`src/hdl/pic_defs.svh`:
```
// offsets, field positions, reset values and counts of the irq controller
`ifndef PIC_DEFS_SVH
`define PIC_DEFS_SVH

// register indices; the byte address is four times the index
`define PIC_IDX_CLR0    8'hDA
`define PIC_IDX_CLR1    8'hDB
`define PIC_IDX_MSK1    8'hDF
`define PIC_IDX_MSK0    8'hE0
`define PIC_IDX_SWEN    8'hE1

// field positions
`define PIC_SWEN_BIT    0
`define PIC_GIE_BIT     0

// reset values
`define PIC_RST_BYTE    8'h00
`define PIC_RST_SRC     10'h000

// sequencing counts
`define PIC_VEC_CYCLES  4'hD
`define PIC_PRIO_STEP   8'h04

`endif

```
`src/hdl/pic_pkg.sv`:
```
// types shared by the irq controller
package pic_pkg;

   typedef enum logic [2:0] {
      PIC_ST_IDLE = 3'b001,
      PIC_ST_VEC  = 3'b010,
      PIC_ST_RET  = 3'b100
   } pic_state_t;

   typedef logic [9:0] pic_src_t;

endpackage

```
`src/hdl/pic_top.sv`:
```
// prioritized interrupt controller with vectoring and return sequencer
//
// Contract
// - a source event sets its posted flag.
// - posted flag holds until the vector is taken or software clears it.
// - a posted flag is pending only while its mask bit is one.
// - clearing a mask bit neither clears nor blocks posting.
// - all pending requests are encoded; taking needs global enable set.
// - the highest priority pending request supplies the vector.
// - activity follows event, mask unmasking, or global enable rising.
// - vectoring starts only after the current instruction completes.
// - vectoring lasts exactly 13 cycles up to the first table fetch.
// - push pc high byte, pc low byte, then flags, in that order.
// - vectoring clears the whole flag register, dropping global enable.
// - pc high byte zeroed, vector byte loaded into pc low byte.
// - software setting global enable re-allows vectoring at once.
// - return pops flags, pc low byte, pc high byte, restoring enable.
// - after return, pending requests vector before the next instruction.
// - fixed priority reset, supply, analog, touch ... timer 2, 0 to 10.
// - vector address is four times the priority number.
// - software may disable globally or per source and clear flags.
// - software may post any individual interrupt.
// - soft enable low: zero clears; soft enable high: one posts.
// - reading a clear register shows the posted flags.
// - mask zero masks, one unmasks; masks reset to zero.
`timescale 1ns/100ps
`include "pic_defs.svh"

module pic_top
   import pic_pkg::*;
(
   input  wire logic        clk_i,
   input  wire logic        rst_i,
   input  wire logic        wb_cyc_i,
   input  wire logic        wb_stb_i,
   input  wire logic        wb_we_i,
   input  wire logic [9:0]  wb_adr_i,
   input  wire logic [3:0]  wb_sel_i,
   input  wire logic [31:0] wb_dat_i,
   output logic      [31:0] wb_dat_o,
   output logic             wb_ack_o,
   input  wire logic [9:0]  irq_src_i,
   input  wire logic        instr_done_i,
   input  wire logic        return_from_irq_instr_i,
   input  wire logic [15:0] pc_i,
   input  wire logic        flag_we_i,
   input  wire logic [7:0]  flag_wdata_i,
   input  wire logic [7:0]  stack_rdata_i,
   output logic      [7:0]  flags_o,
   output logic             stack_push_o,
   output logic             stack_pop_o,
   output logic      [7:0]  stack_wdata_o,
   output logic             pc_load_o,
   output logic      [15:0] pc_o,
   output logic             vec_fetch_o,
   output logic      [7:0]  vector_o,
   output logic             irq_active_o
);

   // clear/mask register 0 holds i2c at bit 7 and sleep at bit 6
   function automatic logic [7:0] swap67(input logic [7:0] b);
      swap67 = {b[6], b[7], b[5:0]};
   endfunction

   // priority number of highest pending source, zero when none
   function automatic logic [3:0] prio_enc(input pic_src_t p);
      logic [3:0] r;
      r = 4'h0;
      for (int i = 9; i >= 0; i--) begin
         if (p[i]) begin
            r = 4'(i + 1);
         end
      end
      prio_enc = r;
   endfunction

   function automatic pic_src_t src_bit(input logic [3:0] prio);
      src_bit = (prio == 4'h0) ? `PIC_RST_SRC
                               : pic_src_t'(10'h001 << (prio - 4'h1));
   endfunction

   pic_state_t  state_r;
   logic [3:0]  cnt_r;
   pic_src_t    posted_r;
   pic_src_t    posted_nxt;
   pic_src_t    mask_r;
   logic        swen_r;
   logic [7:0]  flags_r;
   logic [15:0] pc_save_r;
   logic [7:0]  pcl_r;
   pic_src_t    pending;
   pic_src_t    sw_sel;
   pic_src_t    sw_data;
   pic_src_t    sw_set;
   pic_src_t    sw_clr;
   pic_src_t    ack_clr;
   logic [3:0]  prio;
   logic [7:0]  idx;
   logic        wr_hit;
   logic        global_irq_enable;
   logic        irq_req;
   logic        ret_done;
   logic        take;
   logic [15:0] pc_src;

   assign idx     = wb_adr_i[9:2];
   assign wr_hit  = wb_cyc_i & wb_stb_i & wb_we_i & wb_ack_o & wb_sel_i[0];
   assign global_irq_enable     = flags_r[`PIC_GIE_BIT];
   assign pending = posted_r & mask_r;
   assign prio    = prio_enc(pending);
   assign irq_req = (|pending) & global_irq_enable;
   assign ret_done = (state_r == PIC_ST_RET) && (cnt_r == 4'h5);
   // new vector taken after instruction end or straight after a return
   assign take = irq_req &&
                 (((state_r == PIC_ST_IDLE) && instr_done_i) ||
                  ret_done);
   assign pc_src = ret_done ? {stack_rdata_i, pcl_r} : pc_i;
   assign ack_clr = take ? src_bit(prio) : `PIC_RST_SRC;

   // software access to the clear registers
   always_comb begin
      sw_sel  = `PIC_RST_SRC;
      sw_data = `PIC_RST_SRC;
      if (idx == `PIC_IDX_CLR0) begin
         sw_sel  = 10'h0FF;
         sw_data = {2'b00, swap67(wb_dat_i[7:0])};
      end else if (idx == `PIC_IDX_CLR1) begin
         sw_sel  = 10'h300;
         sw_data = {wb_dat_i[1:0], 8'h00};
      end
   end

   assign sw_set = (wr_hit && swen_r) ? (sw_sel & sw_data)
                                      : `PIC_RST_SRC;
   assign sw_clr = (wr_hit && !swen_r) ? (sw_sel & ~sw_data)
                                       : `PIC_RST_SRC;
   // set wins over clear; mask plays no part here
   assign posted_nxt = (posted_r & ~(sw_clr | ack_clr)) |
                       irq_src_i | sw_set;

   // wishbone slave: one wait state, unmapped reads zero
   always_ff @(posedge clk_i) begin
      if (rst_i) begin
         wb_ack_o <= 1'b0;
         wb_dat_o <= 32'h0000_0000;
      end else begin
         wb_ack_o <= wb_cyc_i & wb_stb_i & ~wb_ack_o;
         wb_dat_o <= 32'h0000_0000;
         if (idx == `PIC_IDX_CLR0) begin
            wb_dat_o[7:0] <= swap67(posted_r[7:0]);
         end else if (idx == `PIC_IDX_CLR1) begin
            wb_dat_o[1:0] <= posted_r[9:8];
         end else if (idx == `PIC_IDX_MSK0) begin
            wb_dat_o[7:0] <= swap67(mask_r[7:0]);
         end else if (idx == `PIC_IDX_MSK1) begin
            wb_dat_o[1:0] <= mask_r[9:8];
         end else if (idx == `PIC_IDX_SWEN) begin
            wb_dat_o[`PIC_SWEN_BIT] <= swen_r;
         end
      end
   end

   always_ff @(posedge clk_i) begin
      if (rst_i) begin
         posted_r <= `PIC_RST_SRC;
      end else begin
         posted_r <= posted_nxt;
      end
   end

   always_ff @(posedge clk_i) begin
      if (rst_i) begin
         mask_r <= `PIC_RST_SRC;
         swen_r <= 1'b0;
      end else if (wr_hit) begin
         if (idx == `PIC_IDX_MSK0) begin
            mask_r[7:0] <= swap67(wb_dat_i[7:0]);
         end else if (idx == `PIC_IDX_MSK1) begin
            mask_r[9:8] <= wb_dat_i[1:0];
         end else if (idx == `PIC_IDX_SWEN) begin
            swen_r <= wb_dat_i[`PIC_SWEN_BIT];
         end
      end
   end

   // cpu flag register
   always_ff @(posedge clk_i) begin
      if (rst_i) begin
         flags_r <= `PIC_RST_BYTE;
      end else if ((state_r == PIC_ST_VEC) && (cnt_r == 4'h1)) begin
         flags_r <= `PIC_RST_BYTE;
      end else if ((state_r == PIC_ST_RET) && (cnt_r == 4'h1)) begin
         flags_r <= stack_rdata_i;
      end else if (flag_we_i) begin
         flags_r <= flag_wdata_i;
      end
   end
   assign flags_o = flags_r;

   // vectoring and return sequencer
   always_ff @(posedge clk_i) begin
      if (rst_i) begin
         state_r       <= PIC_ST_IDLE;
         cnt_r         <= 4'h0;
         pc_save_r     <= 16'h0000;
         pcl_r         <= 8'h00;
         vector_o      <= 8'h00;
         stack_push_o  <= 1'b0;
         stack_pop_o   <= 1'b0;
         stack_wdata_o <= 8'h00;
         pc_load_o     <= 1'b0;
         pc_o          <= 16'h0000;
         vec_fetch_o   <= 1'b0;
         irq_active_o  <= 1'b0;
      end else begin
         irq_active_o <= irq_req;
         stack_push_o <= 1'b0;
         stack_pop_o  <= 1'b0;
         pc_load_o    <= 1'b0;
         vec_fetch_o  <= 1'b0;
         cnt_r        <= cnt_r + 4'h1;
         if (take) begin
            state_r       <= PIC_ST_VEC;
            cnt_r         <= 4'h0;
            pc_save_r     <= pc_src;
            vector_o      <= 8'(prio * `PIC_PRIO_STEP);
            stack_push_o  <= 1'b1;
            stack_wdata_o <= pc_src[15:8];
         end else begin
            case (state_r)
               PIC_ST_IDLE: begin
                  cnt_r <= 4'h0;
                  if (return_from_irq_instr_i) begin
                     state_r     <= PIC_ST_RET;
                     stack_pop_o <= 1'b1;
                  end
               end
               PIC_ST_VEC: begin
                  if (cnt_r == 4'h0) begin
                     stack_push_o  <= 1'b1;
                     stack_wdata_o <= pc_save_r[7:0];
                  end else if (cnt_r == 4'h1) begin
                     stack_push_o  <= 1'b1;
                     stack_wdata_o <= flags_r;
                  end else if (cnt_r == (`PIC_VEC_CYCLES - 4'h2)) begin
                     state_r     <= PIC_ST_IDLE;
                     pc_load_o   <= 1'b1;
                     pc_o        <= {8'h00, vector_o};
                     vec_fetch_o <= 1'b1;
                  end
               end
               PIC_ST_RET: begin
                  if ((cnt_r == 4'h1) || (cnt_r == 4'h3)) begin
                     stack_pop_o <= 1'b1;
                  end
                  if (cnt_r == 4'h3) begin
                     pcl_r <= stack_rdata_i;
                  end
                  if (ret_done) begin
                     state_r   <= PIC_ST_IDLE;
                     pc_load_o <= 1'b1;
                     pc_o      <= {stack_rdata_i, pcl_r};
                  end
               end
               default: begin
                  state_r <= PIC_ST_IDLE;
               end
            endcase
         end
      end
   end

   // checks
   logic vec_entry;
   assign vec_entry = (state_r == PIC_ST_VEC) && (cnt_r == 4'h0);
endmodule // pic_top

```
`config.mk`:
```
export PLATFORM = sky130hd
export DESIGN_NAME = pic_top
export DESIGN_NICKNAME = d
export VERILOG_FILES = /design/src/hdl/pic_pkg.sv /design/src/hdl/pic_top.sv
export VERILOG_INCLUDE_DIRS = /design/src /design/src/hdl
export SDC_FILE = /design/constraint.sdc
export NUM_CORES = 1
export LEC_CHECK = 0
export ABC_AREA = 1
export BUFFER_PORTS_ARGS = -buffer_cell sky130_fd_sc_hd__buf_2
export CORE_UTILIZATION = 51
export CTS_BUF_LIST = sky130_fd_sc_hd__clkbuf_4 sky130_fd_sc_hd__clkbuf_8
export DETAILED_ROUTE_END_ITERATION = 16
export PLACE_DENSITY = 0.89
export RECOVER_POWER = 25
export SLEW_MARGIN = 10
export SYNTH_ARGS = -nofsm -noshare
export SYNTH_HDL_FRONTEND = slang
export SYNTH_SLANG_ARGS = --single-unit
```
`constraint.sdc`:
```
create_clock -name clk_i -period 2.09 [get_ports clk_i]
set_input_delay 0.1045 -clock clk_i [delete_from_list [all_inputs] [get_ports clk_i]]
set_output_delay 0.1045 -clock clk_i [all_outputs]
set_load 0.01 [all_outputs]
```
==> impl_metrics.json <==
{
  "hold_class": "in2reg",
  "htreeDepth": 3,
  "layout_common_cells": "nand2_1, dfxtp_1, buf_2",
  "final_layout_size_suffix_gt1_share_pct": 17.5,
  "grt_util_met1_pct": 32.6,
  "cp-start-kind": "flip-flop",
  "synth_edf_count": 0,
  "comb_power_share_pct": 10.4,
  "maxSlewHeadroom_pct": 54.5,
  "crit_slowest_cell": "dfxtp_1",
  "ys_async_sr_fraction_pct": 0,
  "clkTransAtPathRegs_ns": 0.09,
  "tightest_slew_ns": 0.679,
  "overflow": 0,
  "rows": 33,
  "synthDistinctLibCells": 34,
  "grt_pass1_wl_mm": 19.4,
  "dieArea_um2": 9170,
  "ant_nets": 0,
  "synth_top_cell_by_area": "dfxtp_1",
  "yosysWarnings": 0,
  "total_power_mw": 3.32,
  "required_ns": 2.35,
  "grt_max_degree": 41,
  "routed_wirelength_mm": 12.2,
  "cp.arrival_ns": 2.20,
  "rsz0062_at_grt": "false",
  "maxSlewViolCount": 0,
  "numCtsBuffers": 9,
  "use_met3_pct": 5.53,
  "cp-end-kind": "flip-flop",
  "irDropWorstVdd_uv": 373,
  "r2r_slack_ns": 0.15,
  "portBuffers": 116,
  "grt_pass1_vias": 4332,
  "grt_util_all_layers_pct": 27.4,
  "cts_tree": "yes",
  "postSynthCellCount": 625,
  "routedWlPerCell_um": 14.2,
  "fp.dieH_um": 95.8,
  "route.detailed.drc": 0,
  "globalplace.congestion": 0.934,
  "cp_slowest_stage_delay_ns": 0.33,
  "clockPowerShare_pct": 33.7,
  "min_path_cells": 3,
  "antennaDiodeCount": 0,
  "critPathMaxFanout": 14,
  "initial_utilization_pct": 53.5,
  "die_x_um": 95.8,
  "p_leak_nw": 2.48,
  "viasPerCell": 5.44,
  "p_switching_mw": 0.887,
  "swShare_pct": 26.7,
  "antenna_found_initial": 0,
  "hpwl_mm": 9.03,
  "p_seq_share_pct": 55.9,
  "finalHoldViolCount": 0,
  "rr_worst_depth": 11,
  "vias": 4669,
  "cap_violations": 0,
  "path_cells": "inv_1, ha_1, nand3_1, or2_1, nand2_2, nand2_4, nor2_8, nor2_2, buf_4, o21ai_1, a31oi_1",
  "syn_to_final_growth_pct": 18.2,
  "synth.top_cell.area_share_pct": 42.0,
  "clkLatencyLatePin_ns": 0.37,
  "timing.rr.start": "cnt_r[1]$_SDFF_PP0_",
  "fmax_mhz": 517,
  "r2r_end": "pc_o[2]$_SDFFE_PP0P_",
  "synth.avg_cell_area_um2": 7.17,
  "core_um2": 8380,
  "min_period_over_period_pct": 92.6,
  "pin_count": 174,
  "clock-sinks": 94,
  "drtPass1Iterations": 7,
  "drt_iter0_drc": 325,
  "finalSetupTns_ns": 0,
  "fillerInstances": 760,
  "synth.ff_latch_count": 94,
  "layout_commonest_cell": "nand2_1",
  "hold_start": "wb_dat_i[5]",
  "yosys-top-cells-area": "dfxtp_1, nand2_1, inv_1",
  "finalSetupViolCount": 0,
  "outcome": "finished, final reports clean",
  "grt.busiest_layer": "met2",
  "intPower_mw": 2.43,
  "netlist_area_um2": 4480,
  "cp-startpoint": "cnt_r[1]$_SDFF_PP0_",
  "cts.path.max_buffers": 2,
  "yosysSeqAreaShare_pct": 42.0,
  "hold_slack_ns": 0.00915,
  "p_per_area_nw_per_um2": 627,
  "whs_endpoint": "mask_r[5]$_SDFFE_PP0P_",
  "skew_ns": 0.0141,
  "post-cts-setup-buffer-count": 0,
  "synth_flop_cell": "dfxtp_1",
  "root_buffer": "clkbuf_8",
  "criticalPathCategory": "reg2reg",
  "period_minus_slack_ns": 1.94,
  "final_nets": 848,
  "use_met2_pct": 47.5
}
==> synth_stat cells (8+ instances only) <==
| master | count |
|---|---|
| buf_4 | 29 |
| inv_1 | 65 |
| a31oi_1 | 19 |
| o211ai_1 | 10 |
| o21ai_1 | 16 |
| clkbuf_1 | 13 |
| a21oi_1 | 47 |
| o22ai_1 | 8 |
| nor2_1 | 57 |
| nand3_1 | 36 |
| nand2_1 | 135 |
| mux2i_1 | 8 |
| o21ai_0 | 37 |
| dfxtp_1 | 94 |
==> layer usage <==
layer  vias to the layer above  share of wire [%]  wire (um)
li1                       2259                  -          -
met1                      2124                 41       4960
met2                       252                 48       5870
met3                        34                8.2        998
met4                         0                2.8        343
met5                         -                  0          0
==> through the flow <==
step | cell area [um2] | worst slack, ns | cells | util (%)
after global placement | 5080 | 0.275 | 836 | 60.6
final | 5300 | 0.154 | 859 | 63.2
after global routing | 5300 | 0.00180 | 859 | 63.2
after detailed placement | 5080 | 0.162 | 836 | 60.6
after CTS | 5330 | 0.136 | 859 | 63.6
after floorplan | 4590 | 0.307 | 652 | -
==> repair_timing <==
item / in CTS / in global routing
resized for setup: 0 / 5
hold buffers: 7 / 0
hold endpoints to repair: 6 / 0
endpoints found under the setup margin: 0 / 7
==> registers in the layout, summed over array words and instances, names as in the netlist, 3 cells and up <==
signal,cells
flags_o,8
wb_dat_o,8
pc_o,16
cnt_r,4
state_r,3
pcl_r,8
mask_r,10
posted_r,10
stack_wdata_o,8
vector_o,4
pc_save_r,8
==> critical path, delay by kind of cell (launching register included) <==
family          cells  cell delay (ns)
compound gates      2             0.17
fa+ha+maj           1             0.17
buf+inv             2             0.27
flops               1             0.33
simple gates        6             0.87
==> cells by family after synthesis <==
group	after synthesis	share of synthesized area (%)
xor gates and xnor gates	1	0.195
AOI/OAI and AO/OA	148	18.6
DFF	94	42.0
other	1	0.0836
buffers and inverters	118	12.6
muxes	8	1.79
and+or+nand+nor	252	23.9
adders and majority gates	3	0.837
==> power by group through the flow <==
stage          sequential (mW)  combinational, mW  clock, mW
2_1_floorplan             1.90              0.222          0
3_3_place_gp              1.89              0.313          0
3_5_place_dp              1.90              0.327          0
4_1_cts                   1.85              0.339       1.14
5_1_grt                   1.86              0.384       1.22
6_report                  1.86              0.345       1.12
==> area by class of cell <==
| type | count | area [um2] | area share [%] |
|---|---|---|---|
| Multi-Input combinational cell | 440 | 2140 | 40.5 |
| Sequential cell | 94 | 1880 | 35.5 |
| Timing Repair Buffer | 135 | 696 | 13.1 |
| Inverter | 69 | 264 | 4.98 |
| Clock buffer | 11 | 145 | 2.74 |
| Tap cell | 105 | 131 | 2.48 |
| Clock inverter | 5 | 35.0 | 0.661 |
==> worst max-delay path by stage <==
stage | endpoint | slack [ns] | depth (start not counted)
5_1_grt | pc_o[3]$_SDFFE_PP0P_ | 0.002 | 11
3_3_place_gp | pcl_r[6]$_SDFFE_PP0P_ | 0.27 | 9
4_1_cts | pcl_r[2]$_SDFFE_PP0P_ | 0.14 | 9
2_1_floorplan | pc_o[2]$_SDFFE_PP0P_ | 0.31 | 11
6_report | pc_o[2]$_SDFFE_PP0P_ | 0.15 | 11
3_5_place_dp | pcl_r[2]$_SDFFE_PP0P_ | 0.16 | 9
No activity file was read; power rests on OpenSTA's default activity.
